## src/pkg/itpc_pkg.sv

```systemverilog
// package: register map, reset values and timing constants for the i2c timing and port control block
package itpc_pkg;
	localparam int unsigned CLK_PERIOD_PS = 8000;
	localparam logic [7:0] ADDR_I2C_CTL2 = 8'h09;
	localparam logic [7:0] ADDR_SCL_HIGH = 8'h0a;
	localparam logic [7:0] ADDR_SCL_LOW = 8'h0b;
	localparam logic [7:0] ADDR_RECEIVER_PORT_CONTROL = 8'h0c;
	localparam logic [7:0] RST_I2C_CTL2 = 8'h10;
	localparam logic [7:0] RST_SCL_HIGH = 8'h7a;
	localparam logic [7:0] RST_SCL_LOW = 8'h7a;
	localparam logic [1:0] RST_RX_RSVD = 2'h2;
	localparam logic [1:0] RST_PASS_SEL = 2'h0;
	localparam logic [1:0] RST_LOCK_SEL = 2'h0;
	localparam logic [1:0] RST_PORT_EN = 2'h3;
	localparam int unsigned CTL2_SETUP_LSB = 4;
	localparam int unsigned CTL2_DELAY_LSB = 2;
	localparam int unsigned CTL2_FAST_BIT = 1;
	localparam int unsigned CTL2_DIS_BIT = 0;
	localparam int unsigned RX_PASS_LSB = 4;
	localparam int unsigned RX_LOCK_LSB = 2;
	// timing figures in ns, us and ms as printed
	localparam int unsigned SETUP_BASE_NS = 80;
	localparam int unsigned SETUP_STEP_NS = 640;
	localparam int unsigned DELAY_BASE_NS = 240;
	localparam int unsigned DELAY_STEP_NS = 40;
	localparam int unsigned SCL_UNIT_NS = 40;
	localparam int unsigned SCL_EXTRA_UNITS = 4;
	localparam int unsigned WD_FAST_US = 50;
	localparam int unsigned WD_SLOW_MS = 1000;
	localparam int unsigned RECOVER_PULSES = 9;
	// cycle counts at 125 MHz
	localparam int unsigned SETUP_BASE_CYC = (SETUP_BASE_NS * 1000 + CLK_PERIOD_PS - 1) / CLK_PERIOD_PS;
	localparam int unsigned SETUP_STEP_CYC = (SETUP_STEP_NS * 1000) / CLK_PERIOD_PS;
	localparam int unsigned DELAY_BASE_CYC = (DELAY_BASE_NS * 1000 + CLK_PERIOD_PS - 1) / CLK_PERIOD_PS;
	localparam int unsigned DELAY_STEP_CYC = (DELAY_STEP_NS * 1000) / CLK_PERIOD_PS;
	localparam int unsigned SCL_UNIT_CYC = (SCL_UNIT_NS * 1000) / CLK_PERIOD_PS;
	localparam int unsigned WD_FAST_CYC = (WD_FAST_US * 1000000) / CLK_PERIOD_PS;
	localparam int unsigned WD_SLOW_CYC = 125000000 / 1000 * WD_SLOW_MS;
endpackage

```

## src/hdl/itpc_pulse_timer.sv

```systemverilog
// interval timer: loads a cycle count and pulses when it runs out
`timescale 1ns/1ps
module itpc_pulse_timer #(
	parameter int W = 16
) (
	input wire logic ref_clk,
	input wire logic nrst,
	input wire logic clkEn,
	input wire logic load,
	input wire logic [W-1:0] count,
	output logic busy,
	output logic done
);
	logic [W-1:0] cnt_q, cnt_d;
	logic busy_q, busy_d, done_q, done_d;

	always_comb
	begin
		cnt_d = cnt_q;
		busy_d = busy_q;
		done_d = 1'b0;
		if (load)
		begin
			cnt_d = count;
			busy_d = 1'b1;
		end
		else if (busy_q)
		begin
			if (cnt_q <= W'(1))
			begin
				busy_d = 1'b0;
				done_d = 1'b1;
			end
			else
				cnt_d = cnt_q - W'(1);
		end
	end

	always_ff @(posedge ref_clk or negedge nrst)
	begin
		if (!nrst)
		begin
			cnt_q <= '0;
			busy_q <= 1'b0;
			done_q <= 1'b0;
		end
		else if (clkEn)
		begin
			cnt_q <= cnt_d;
			busy_q <= busy_d;
			done_q <= done_d;
		end
	end

	assign busy = busy_q;
	assign done = done_q;
endmodule

```

## src/hdl/itpc_top.sv

```systemverilog
// i2c timing registers, bus watchdog with recovery, scl clock generator and lock/pass selection
// Contract
// - ack sda setup is 80ns plus 640ns steps up to 255 cycles
// - sda output delay 240ns plus 40ns steps
// - watchdog expires 50us fast, else one second
// - sda high idle to expiry means bus free
// - sda low idle to expiry drives nine clocks
// - scl high is 40ns times (setting+4)
// - scl low is 40ns times (setting+4)
// - target sda setup reuses scl low setting
// - pass source port0, port1, any or all
// - lock source port0, port1, any or all
// - remote writes cannot change pass/lock select
// - two port enables, both reset enabled
`timescale 1ns/1ps
module itpc_top #(
	parameter int unsigned WD_SLOW_CYCLES = itpc_pkg::WD_SLOW_CYC,
	parameter int unsigned WD_FAST_CYCLES = itpc_pkg::WD_FAST_CYC
) (
	input wire logic ref_clk,
	input wire logic nrst,
	input wire logic clkEn,
	input wire logic regWrite,
	input wire logic regRemote,
	input wire logic [7:0] regAddr,
	input wire logic [7:0] regWdata,
	output logic [7:0] regRdata,
	input wire logic sclIn,
	input wire logic sdaIn,
	input wire logic sclGenStart,
	input wire logic sclGenStop,
	input wire logic [1:0] portLock,
	input wire logic [1:0] portPass,
	output logic sclOut,
	output logic sclOe,
	output logic busFree,
	output logic lockOut,
	output logic passOut,
	output logic [1:0] receiverOn,
	output logic [7:0] ackSetupCycles,
	output logic [7:0] sdaDelayCycles,
	output logic [15:0] targetSetupCycles
);
	// ****************************************
	// register file
	// ****************************************
	logic [7:0] ctl2_q, ctl2_d, sclHigh_q, sclHigh_d, sclLow_q, sclLow_d;
	logic [1:0] passSel_q, passSel_d, lockSel_q, lockSel_d, portEn_q, portEn_d;
	logic [7:0] rdata_q, rdata_d;

	function automatic logic [15:0] scl_cycles(input logic [7:0] setting);
		scl_cycles = 16'((32'(setting) + itpc_pkg::SCL_EXTRA_UNITS) * itpc_pkg::SCL_UNIT_CYC);
	endfunction

	function automatic logic select_src(input logic [1:0] sel, input logic [1:0] st, input logic [1:0] en);
		case (sel)
			2'h0: select_src = st[0];
			2'h1: select_src = st[1];
			2'h2: select_src = |(st & en);
			2'h3: select_src = (en != 2'h0) && ((st & en) == en);
			default: select_src = 1'b0;
		endcase
	endfunction

	// long setup fields would wrap in 8 bits, so the count pins at its top value instead
	function automatic logic [7:0] cycles_sat8(input int unsigned base, input int unsigned step,
		input logic [3:0] field);
		int unsigned total;
		total = base + 32'(field) * step;
		cycles_sat8 = (total > 32'h0000_00ff) ? 8'hff : 8'(total);
	endfunction

	always_comb
	begin
		ctl2_d = ctl2_q;
		sclHigh_d = sclHigh_q;
		sclLow_d = sclLow_q;
		passSel_d = passSel_q;
		lockSel_d = lockSel_q;
		portEn_d = portEn_q;
		if (regWrite)
		begin
			case (regAddr)
				itpc_pkg::ADDR_I2C_CTL2: ctl2_d = regWdata;
				itpc_pkg::ADDR_SCL_HIGH: sclHigh_d = regWdata;
				itpc_pkg::ADDR_SCL_LOW: sclLow_d = regWdata;
				itpc_pkg::ADDR_RECEIVER_PORT_CONTROL:
				begin
					portEn_d = regWdata[1:0];
					if (!regRemote)
					begin
						passSel_d = regWdata[itpc_pkg::RX_PASS_LSB +: 2];
						lockSel_d = regWdata[itpc_pkg::RX_LOCK_LSB +: 2];
					end
				end
				default: ;
			endcase
		end
		case (regAddr)
			itpc_pkg::ADDR_I2C_CTL2: rdata_d = ctl2_q;
			itpc_pkg::ADDR_SCL_HIGH: rdata_d = sclHigh_q;
			itpc_pkg::ADDR_SCL_LOW: rdata_d = sclLow_q;
			itpc_pkg::ADDR_RECEIVER_PORT_CONTROL: rdata_d = {itpc_pkg::RST_RX_RSVD, passSel_q, lockSel_q, portEn_q};
			default: rdata_d = 8'h00;
		endcase
	end

	always_ff @(posedge ref_clk or negedge nrst)
	begin
		if (!nrst)
		begin
			ctl2_q <= itpc_pkg::RST_I2C_CTL2;
			sclHigh_q <= itpc_pkg::RST_SCL_HIGH;
			sclLow_q <= itpc_pkg::RST_SCL_LOW;
			passSel_q <= itpc_pkg::RST_PASS_SEL;
			lockSel_q <= itpc_pkg::RST_LOCK_SEL;
			portEn_q <= itpc_pkg::RST_PORT_EN;
			rdata_q <= 8'h00;
		end
		else if (clkEn)
		begin
			ctl2_q <= ctl2_d;
			sclHigh_q <= sclHigh_d;
			sclLow_q <= sclLow_d;
			passSel_q <= passSel_d;
			lockSel_q <= lockSel_d;
			portEn_q <= portEn_d;
			rdata_q <= rdata_d;
		end
	end

	// ****************************************
	// watchdog and scl generator
	// ****************************************
	typedef enum logic [3:0] {
		ITPC_IDLE = 4'b0001,
		ITPC_LOW = 4'b0010,
		ITPC_HIGH = 4'b0100,
		ITPC_WAIT = 4'b1000
	} itpc_state_t;

	itpc_state_t state_q, state_d;
	logic [27:0] wd_q, wd_d;
	logic [3:0] pulses_q, pulses_d;
	logic recov_q, recov_d, free_q, free_d, scl_q, scl_d, oe_q, oe_d;
	logic sclPrev_q, sdaPrev_q;
	logic lock_q, pass_q;
	logic [7:0] ackSetup_q, sdaDelay_q;
	logic [15:0] tgtSetup_q;
	logic tLoad, tBusy, tDone;
	logic [15:0] tCount;
	logic wdEn, activity;
	logic [27:0] wdLimit;

	assign wdEn = !ctl2_q[itpc_pkg::CTL2_DIS_BIT];
	// fast mode shortens expiry for test and quick recovery
	assign wdLimit = ctl2_q[itpc_pkg::CTL2_FAST_BIT] ? 28'(WD_FAST_CYCLES) : 28'(WD_SLOW_CYCLES);
	assign activity = (sclIn != sclPrev_q) || (sdaIn != sdaPrev_q) || state_q != ITPC_IDLE;

	itpc_pulse_timer #(.W(16)) u_timer (
		.ref_clk(ref_clk),
		.nrst(nrst),
		.clkEn(clkEn),
		.load(tLoad),
		.count(tCount),
		.busy(tBusy),
		.done(tDone)
	);

	always_comb
	begin
		state_d = state_q;
		wd_d = wd_q;
		pulses_d = pulses_q;
		recov_d = recov_q;
		free_d = free_q;
		scl_d = scl_q;
		oe_d = oe_q;
		tLoad = 1'b0;
		// timer done is registered and acted on one edge later, so the low phase loads one short and the high phase two short
		tCount = scl_cycles(sclLow_q) - 16'd1;
		if (!wdEn)
		begin
			wd_d = '0;
			free_d = 1'b0;
		end
		else if (activity)
		begin
			wd_d = '0;
			free_d = 1'b0;
		end
		else if (wd_q < wdLimit)
			wd_d = wd_q + 28'd1;
		case (state_q)
			ITPC_IDLE:
			begin
				if (wdEn && !activity && wd_q == wdLimit - 28'd1)
				begin
					if (sdaIn)
						free_d = 1'b1;
					else
					begin
						recov_d = 1'b1;
						pulses_d = 4'(itpc_pkg::RECOVER_PULSES);
						state_d = ITPC_LOW;
						scl_d = 1'b0;
						oe_d = 1'b1;
						tLoad = 1'b1;
					end
				end
				else if (sclGenStart)
				begin
					recov_d = 1'b0;
					state_d = ITPC_LOW;
					scl_d = 1'b0;
					oe_d = 1'b1;
					tLoad = 1'b1;
				end
			end
			ITPC_LOW:
				if (tDone)
				begin
					state_d = ITPC_HIGH;
					scl_d = 1'b1;
					oe_d = 1'b0;
					// the pause state supplies the last cycle of the high phase
					tCount = scl_cycles(sclHigh_q) - 16'd2;
					tLoad = 1'b1;
				end
			ITPC_HIGH:
				if (tDone)
				begin
					if (recov_q && pulses_q <= 4'd1)
					begin
						recov_d = 1'b0;
						pulses_d = 4'd0;
						state_d = ITPC_IDLE;
					end
					else if (!recov_q && sclGenStop)
						state_d = ITPC_IDLE;
					else
					begin
						if (recov_q)
							pulses_d = pulses_q - 4'd1;
						state_d = ITPC_WAIT;
					end
				end
			ITPC_WAIT:
			begin
				state_d = ITPC_LOW;
				scl_d = 1'b0;
				oe_d = 1'b1;
				tCount = scl_cycles(sclLow_q) - 16'd1;
				tLoad = 1'b1;
			end
			default: state_d = ITPC_IDLE;
		endcase
	end

	always_ff @(posedge ref_clk or negedge nrst)
	begin
		if (!nrst)
		begin
			state_q <= ITPC_IDLE;
			wd_q <= '0;
			pulses_q <= 4'd0;
			recov_q <= 1'b0;
			free_q <= 1'b0;
			scl_q <= 1'b1;
			oe_q <= 1'b0;
			sclPrev_q <= 1'b1;
			sdaPrev_q <= 1'b1;
			lock_q <= 1'b0;
			pass_q <= 1'b0;
			ackSetup_q <= 8'd0;
			sdaDelay_q <= 8'd0;
			tgtSetup_q <= 16'd0;
		end
		else if (clkEn)
		begin
			state_q <= state_d;
			wd_q <= wd_d;
			pulses_q <= pulses_d;
			recov_q <= recov_d;
			free_q <= free_d;
			scl_q <= scl_d;
			oe_q <= oe_d;
			sclPrev_q <= sclIn;
			sdaPrev_q <= sdaIn;
			lock_q <= select_src(lockSel_q, portLock, portEn_q);
			pass_q <= select_src(passSel_q, portPass, portEn_q);
			ackSetup_q <= cycles_sat8(itpc_pkg::SETUP_BASE_CYC, itpc_pkg::SETUP_STEP_CYC, ctl2_q[7:4]);
			sdaDelay_q <= cycles_sat8(itpc_pkg::DELAY_BASE_CYC, itpc_pkg::DELAY_STEP_CYC, {2'b00, ctl2_q[3:2]});
			tgtSetup_q <= scl_cycles(sclLow_q);
		end
	end

	assign regRdata = rdata_q;
	assign sclOut = scl_q;
	assign sclOe = oe_q;
	assign busFree = free_q;
	assign lockOut = lock_q;
	assign passOut = pass_q;
	assign receiverOn = portEn_q;
	assign ackSetupCycles = ackSetup_q;
	assign sdaDelayCycles = sdaDelay_q;
	assign targetSetupCycles = tgtSetup_q;

	// ****************************************
	// checks
	// ****************************************
	property p_remote_sel;
		@(posedge ref_clk) disable iff (!nrst)
		(clkEn && regWrite && regRemote && regAddr == itpc_pkg::ADDR_RECEIVER_PORT_CONTROL) |=> $stable(passSel_q) && $stable(lockSel_q);
	endproperty
	a_remote_sel: assert property (p_remote_sel) else $error("remote write changed select");

	property p_lock_any;
		@(posedge ref_clk) disable iff (!nrst)
		(clkEn && lockSel_q == 2'h2) |=> (lockOut == |($past(portLock) & $past(portEn_q))) || !clkEn;
	endproperty
	a_lock_any: assert property (p_lock_any) else $error("lock any mismatch");

	property p_pass_p1;
		@(posedge ref_clk) disable iff (!nrst)
		(clkEn && passSel_q == 2'h1) |=> (passOut == $past(portPass[1])) || !clkEn;
	endproperty
	a_pass_p1: assert property (p_pass_p1) else $error("pass port1 mismatch");

	property p_disabled_quiet;
		@(posedge ref_clk) disable iff (!nrst)
		(clkEn && !wdEn && state_q == ITPC_IDLE && !sclGenStart) |=> !busFree && !recov_q;
	endproperty
	a_disabled_quiet: assert property (p_disabled_quiet) else $error("watchdog acted while disabled");

	property p_recover_start;
		@(posedge ref_clk) disable iff (!nrst)
		(clkEn && state_q == ITPC_IDLE && wdEn && !activity && wd_q == wdLimit - 28'd1 && !sdaIn) |=> recov_q && sclOe && pulses_q == 4'd9;
	endproperty
	a_recover_start: assert property (p_recover_start) else $error("recovery did not start with nine pulses");

	property p_free;
		@(posedge ref_clk) disable iff (!nrst)
		(clkEn && state_q == ITPC_IDLE && wdEn && !activity && wd_q == wdLimit - 28'd1 && sdaIn) |=> busFree;
	endproperty
	a_free: assert property (p_free) else $error("bus free not flagged");

	property p_fast;
		@(posedge ref_clk) disable iff (!nrst)
		(clkEn && ctl2_q[itpc_pkg::CTL2_FAST_BIT] && wdEn && state_q == ITPC_IDLE && !activity && sdaIn
			&& wd_q == 28'(WD_FAST_CYCLES) - 28'd1) |=> busFree;
	endproperty
	a_fast: assert property (p_fast) else $error("fast expiry did not flag bus free");

	property p_low_timed;
		@(posedge ref_clk) disable iff (!nrst)
		(state_q == ITPC_LOW) |-> tBusy || tDone;
	endproperty
	a_low_timed: assert property (p_low_timed) else $error("scl low phase without running timer");

	property p_en_reset;
		@(posedge ref_clk) $rose(nrst) |-> receiverOn == 2'h3;
	endproperty
	a_en_reset: assert property (p_en_reset) else $error("ports not enabled at reset");

	c_recover: cover property (@(posedge ref_clk) disable iff (!nrst) $rose(recov_q));
	c_free: cover property (@(posedge ref_clk) disable iff (!nrst) $rose(busFree));
	c_gen: cover property (@(posedge ref_clk) disable iff (!nrst) state_q == ITPC_HIGH && !recov_q);
endmodule

```

## config.mk

```make
export PLATFORM = sky130hd
export DESIGN_NAME = itpc_top
export DESIGN_NICKNAME = d
export VERILOG_FILES = /design/src/pkg/itpc_pkg.sv /design/src/hdl/itpc_pulse_timer.sv /design/src/hdl/itpc_top.sv
export SDC_FILE = /design/constraint.sdc
export NUM_CORES = 1
export LEC_CHECK = 0
export ABC_AREA = 1
export BUFFER_PORTS_ARGS = -buffer_cell sky130_fd_sc_hd__buf_2
export CAP_MARGIN = 20
export CORE_MARGIN = 4
export CORE_UTILIZATION = 50
export CTS_BUF_LIST = sky130_fd_sc_hd__clkbuf_4 sky130_fd_sc_hd__clkbuf_8
export CTS_CLUSTER_SIZE = 10
export DETAILED_ROUTE_END_ITERATION = 16
export GPL_TIMING_DRIVEN = 0
export PLACE_DENSITY = 0.69
export SLEW_MARGIN = 5
export SYNTH_ARGS = -nofsm -noshare
export SYNTH_HDL_FRONTEND = slang
export SYNTH_SLANG_ARGS = --single-unit
```

## constraint.sdc

```tcl
create_clock -name ref_clk -period 8.14 [get_ports ref_clk]
set_input_delay 0.407 -clock ref_clk [delete_from_list [all_inputs] [get_ports ref_clk]]
set_output_delay 0.407 -clock ref_clk [all_outputs]
set_load 0.02 [all_outputs]
```

==> summary.txt, run 1 <==
Critical path
  – Largest fanout on the critical path: 6
  – FF-to-FF setup slack: 4610 ps
  – CP Launch Type: flop
  – Worst Path Arrival: 3880 ps
  – Top Family by Delay on Critical Path: adder cells
  – Setup crit end kind: flop
  – CP Buf/Inv Count: 1
  – Worst reg2reg endpoint: u_timer.cnt_q[10]
  – Critical Path RT: 8490 ps
  – Critical Path Sink: u_timer.cnt_q[10]
  – WP depth: 15
  – CP max-delay cell: dfstp_2
  – Max incr delay on CP: between 500 and 600 ps
  – Setup CP Type: reg -> reg
  – Crit path from: sclHigh_q[4]
  – Crit-path cells: nand4_1 -> nor2_1 -> xor2_1 -> inv_1 -> fa_1 -> ha_1 -> a21oi_1 -> o21ai_0 -> a21oi_1 -> o21bai_1 -> or2_2 -> a21oi_1 -> nand2_1 -> nand2_1 -> nand2_1
  – Register-to-Register Path Depth: 15
  – RR Startpoint: sclHigh_q[4]

Route
  – Drt wl/cell: 14.9 um
  – Remaining DRCs: 0
  – Routed vias: between 8000 and 9000
  – DR WL met3: 1210 um
  – TritonRoute pass-1 iters: 5
  – WL met1: between 10000 and 15000 um
  – Detailed-route wire length: 23300 um
  – Top routing layer used: met4
  – Drt via density: between 5 and 6
  – Starting DRT DRC Count: between 500 and 600
  – Routed wl met2: between 10000 and 15000 um
  – Routed Antenna Nets: 0

Timing
  – Final hold violations: 0
  – Final Cycle Share: 43.3%
  – Fmax: ~280 MHz
  – Clk_skew: between 10 and 15 ps
  – Setup TNS: 0 ps
  – Period minus WS final: between 3000 and 4000 ps
  – Worst Tran Pin Value: approximately 730 ps
  – Worst-case hold slack: ~170 ps
  – # setup viols final: 0
  – Final worst-path setup slack: about 4600 ps
  – Slew Viols, Final: 0
  – RSZ-0062 raised after global routing: no
  – Rel. slew slack: ~51%

Min path
  – Hold WC Path Type: in -> reg

Logic synthesis
  – Register area share after synthesis: between 30% and 40%
  – Largest family of logic cells by synthesized area: simple AND/OR/NAND/NOR gates
  – Mapped Area: roughly 9000 um^2
  – Xor/xnor share of the synthesized area: 4.65%
  – Top cell type's share of synthesized area: a little under a third
  – Dominant synthesized flop cell: dfrtp_1
  – Register bit count reported by yosys: approximately 120
  – Syn Inst Count: ~1200
  – Synth cell count leaders: nand2_1, inv_1, o21ai_0
  – Yosys cell types: 53
  – Syn avg cell area: 7.17 um^2
  – Ys async rst share: 100%
  – Compound-Gate Fraction of Synth Area: ~13%
  – Top post-synthesis cells by area: dfrtp_1, nand2_1, ha_1
  – Largest area contributor in the netlist: dfrtp_1
  – Yosys warns: 0
  – Post-synthesis mux area share: 0%
  – Most numerous cell in the Yosys netlist: nand2_1
  – Synth Area in Adders: a little under a tenth
  – Post-synthesis simple-gate area fraction: just under 30%
  – EDFF count, synth: 0

Clock network
  – CTS Buf Count: 17
  – CTS max path bufs: 2
  – CTS tree: done
  – CTS sink cnt: between 100 and 150
  – Clk root buf: clkbuf_8
  – H-tree depth: 4
  – Clock slew at reported path FFs: 90 ps
  – Worst skew pair latency: roughly 470 ps
  – Postcts setup bufs: 0
  – Post-CTS Hold Fix Bufs: 1
  – Post-CTS sizing: 0

Pwr
  – Worst IR Drop VDD: about 0.00012 V
  – Power Dens Cells: roughly 200 nW/um^2
  – Leakage: between 4 and 5 nW
  – Total chip power: between 1.5 and 2 mW

Placed design
  – Placed Cells: 1535
  – Port Buffers: 69
  – DP Wirelength: about 18000 um
  – Cell Area, Placed: roughly 9500 um^2
  – GP Congestion: 0.964
  – Setup WS pre-CTS: about 4700 ps

Floorplan
  – Core area: 17300 um^2
  – Die ar.: around 20000 um^2
  – Die Wd: approximately 140 um
  – Ports: between 70 and 80
  – Row count: 48
  – Initial Util: 51.2%
  – Chip Height: around 140 um

Layout
  – Layout area overhead: 11.9%
  – Layout cells sized above 1: 11.6%
  – N_diodes: 0
  – Design area: about 10000 um^2
  – # nets final: between 1000 and 1500
  – Post-route core utilization: between 50% and 60%
  – Final non-filler cell total: roughly 1600

Job
  – Max_cap viols: 0

Global route
  – Vias in the first global route: 8038
  – Global route total overflow: 0
  – Total GRT Usage: 24.7%
  – Antenna violations before repair: 0
  – Global-route wire length before repair: 40000 um
  – Largest net degree at the start of global routing: 90

Outcome
  – Outcome: completed
## layer usage
metal | track usage [%] | vias up
met4 | 8.62 | 0
met1 | 34.7 | 3808
li1 | - | 4211
met3 | 4.17 | 46
met5 | 0 | -
met2 | 38.6 | 238
## cell families after synthesis
group	Yosys count
AOI/OAI and AO/OA	206
adders and majority gates	61
buffers and inverters	188
other	1
DFF	124
xor gates and xnor gates	47
and+or+nand+nor	608
## area by class of cell
class | count | area [um^2]
inverter | 153 | 579
tap | 225 | 282
sequential | 124 | 3120
clock inverter | 14 | 120
multi-input combinational | 928 | 4970
clock buffer | 18 | 248
buffer | 35 | 199
timing repair buffer | 71 | 389
fill | 1733 | 7390
## power by group
part	leakage, nW	internal [mW]	switching (mW)
sequential	1.59	0.693	0.0634
clock	0.182	0.229	0.297
combinational	2.94	0.231	0.422
## worst min-delay path by stage
| stage | to | slack, ps | start | cells past startpoint |
|---|---|---|---|---|
| finish | receiverOn[0] | 170 | regWdata[0] | 3 |
| global route | receiverOn[1] | 160 | regWdata[1] | 3 |
| CTS | receiverOn[0] | 140 | regWdata[0] | 3 |
| detailed placement | ackSetupCycles[6] | 330 | nrst | 1 |
| global placement | sdaDelayCycles[4] | 450 | sdaDelayCycles[4] | 2 |
| floorplan | ackSetupCycles[2] | 110 | nrst | 0 |
## flip-flops by register name, summed over array words and instances (netlist names), 2 cells and up
register           count
u_timer.cnt_q         16
pulses_q               4
ctl2_q                 8
sdaDelayCycles         6
wd_q                  28
passSel_q              2
sclLow_q               8
sclHigh_q              8
receiverOn             2
regRdata               8
lockSel_q              2
state_q                4
targetSetupCycles     12
ackSetupCycles         6
## cell usage in the layout (no fill, tap or decap), types with 18 or more instances in the layout
| cell type | n |
|---|---|
| nand2_1 | 348 |
| inv_1 | 148 |
| o21ai_0 | 125 |
| nor2_1 | 121 |
| dfrtp_1 | 107 |
| buf_2 | 73 |
| nand3_1 | 64 |
| ha_1 | 53 |
| xor2_1 | 34 |
| a21oi_1 | 32 |
| nor3_1 | 28 |
| clkbuf_1 | 18 |
| clkbuf_8 | 18 |
## worst min-delay path, cell delays in order
cell     delay, ps
buf_2          110
nand2_1         50
o21ai_0         60
No activity file was read; power rests on OpenSTA's default activity.
==> run 2, diff against run 1 <==
clock period = 3.6 ns   (was 8.14 ns; I/O delays follow)
==> run 2 against run 1 <==
  * First-iteration DRC count rose by 6.1%
  * Die area did not move
  * Clock-buffer cell count did not move
  * Critical path depth did not move
  * Via count rose by 0.46%
  * Critical path type unchanged
  * Critical endpoint unchanged
==> summary.txt, run 2 (synthesis results as in run 1) <==
Outcome
  – Outcome: completed

Global route
  – Global route total overflow: 0
  – Total GRT Usage: approximately a quarter
  – Antenna violations before repair: 0
  – Global-route wire length before repair: 40100 um
  – Vias in the first global route: approximately 8000
  – Largest net degree at the start of global routing: 90

Critical path
  – Setup crit end kind: flop
  – CP Launch Type: flop
  – Largest fanout on the critical path: 6
  – Critical Path RT: between 3000 and 4000 ps
  – RR Startpoint: sclHigh_q[4]
  – Setup CP Type: reg -> reg
  – Crit path from: sclHigh_q[4]
  – Worst Path Arrival: 3690 ps

Pwr
  – Leakage: around 4.7 nW
  – Internal Power: between 2 and 3 mW
  – Switch Pwr: 1.76 mW
  – Power Dens Cells: between 400 and 500 nW/um^2
  – Worst IR Drop VDD: roughly 0.00026 V
  – Sequential power share: slightly below 40%
  – Logic pwr share: 33.9%
  – Switching fraction of total power: 40.2%
  – Power share of the clock group: 27.0%
  – Total chip power: 4.37 mW

Layout
  – Most common cell after layout, fill and taps aside: nand2_1
  – N_diodes: 0
  – Biggest register: wd_q
  – Post-route core utilization: about 58%
  – Final non-filler cell total: about 1600
  – Most frequent cells in the layout: nand2_1, inv_1, o21ai_0
  – Max reg flops: 28
  – Layout cells sized above 1: between 10% and 20%
  – Design area: around 10000 um^2
  – # nets final: 1424
  – Layout area overhead: 13.0%

Placed design
  – Placed Cells: roughly 1500
  – Port Buffers: 69
  – Cell Area, Placed: roughly 9500 um^2
  – GP Congestion: about 0.96
  – DP Wirelength: 18000 um

Clock network
  – CTS Buf Count: 17
  – Postcts setup bufs: 0
  – CTS sink cnt: 124
  – Clock slew at reported path FFs: 90 ps
  – H-tree depth: 4
  – Worst skew pair latency: about 460 ps
  – CTS tree: done
  – Clk root buf: clkbuf_8
  – CTS max path bufs: 2

Floorplan
  – Die Wd: between 100 and 150 um
  – Core area: about 17000 um^2
  – Ports: 76
  – Initial Util: between 50% and 60%
  – Row count: 48
  – Die ar.: slightly below 20000 um^2
  – Chip Height: between 100 and 150 um

Route
  – Starting DRT DRC Count: about 600
  – Routed vias: 8341
  – Detailed-route wire length: roughly 23000 um
  – Drt via density: ~5.3
  – TritonRoute pass-1 iters: 5
  – Routed Antenna Nets: 0
  – Remaining DRCs: 0
  – Drt wl/cell: 14.9 um

Min path
  – Hold WC Path Type: in -> reg
  – Min-Delay Startpoint: portLock[1]

Timing
  – Rel. slew slack: between 50% and 60%
  – Final hold violations: 0
  – Worst-case hold slack: 63.2 ps
  – Fmax: 300 MHz
  – # setup viols final: 0
  – Period minus WS final: around 3300 ps
  – Worst Tran Pin Value: between 700 and 800 ps
  – Final Cycle Share: 92.7%
  – Slew Viols, Final: 0
  – Clk_skew: approximately 12 ps

Job
  – Max_cap viols: 0
==> run 2: what timing repair did <==
action                                  CTS  global route
hold buffers                              5             0
endpoints found under the hold margin    39             0
endpoints found under the setup margin    0            20
resized for setup                         0            15
==> run 2: layer usage <==
metal	wire [um]	GRT usage, %	share of wire (%)
met2	10600	38.8	45
met4	631	8.62	2.7
met3	1330	4.14	5.7
met5	0	0	0
met1	10800	34.7	46
==> run 2: path summary, 6_finish.rpt <==
| path | end | slack (ps) | cells after the start |
|---|---|---|---|
| worst min register to register | sclOut | 470 | 2 |
| max in group asynchronous | sclOut | 2650 | 3 |
| min in group asynchronous | ackSetupCycles[6] | 170 | 2 |
| worst max register to register | u_timer.cnt_q[10] | 260 | 15 |
| worst min-delay path | lockOut | 60 | 3 |
| worst max-delay path | u_timer.cnt_q[10] | 260 | 15 |
==> run 2: power groups by stage <==
stage / combinational, mW / clock [mW] / sequential [mW]
final: 1.48 / 1.18 / 1.71
after global routing: 1.70 / 1.29 / 1.73
after CTS: 1.48 / 1.21 / 1.71
after detailed placement: 1.47 / 0 / 1.74
after global placement: 1.43 / 0 / 1.73
after floorplan: 1.08 / 0 / 1.74
==> run 2: worst max-delay path, cell delays in order (launching register included) <==
cell and delay (ps):
dfstp_2 580, nand4_1 140, nor2_2 150, xor2_2 220, inv_1 120, fa_1 550, ha_2 310, a21oi_1 140
o21ai_1 110, a21oi_2 170, o21bai_1 90, or2_2 270, a21oi_1 190, nand2_1 80, nand2_1 60, nand2_1 40
==> run 2: stage by stage <==
stage / worst slack, ps / setup TNS [ps]
floorplan: 505 / 0
detailed placement: 118 / 0
finish: 262 / 0
global route: -5.03 / -5.03
global placement: 197 / 0
CTS: 57.4 / 0
==> run 2: cell type report <==
type	instances	area (um^2)
fill	1720	7290
multi-input combinational	928	5020
sequential	124	3130
inverter	153	579
timing repair buffer	75	429
tap	225	282
clock buffer	18	248
buffer	35	199
clock inverter	14	120
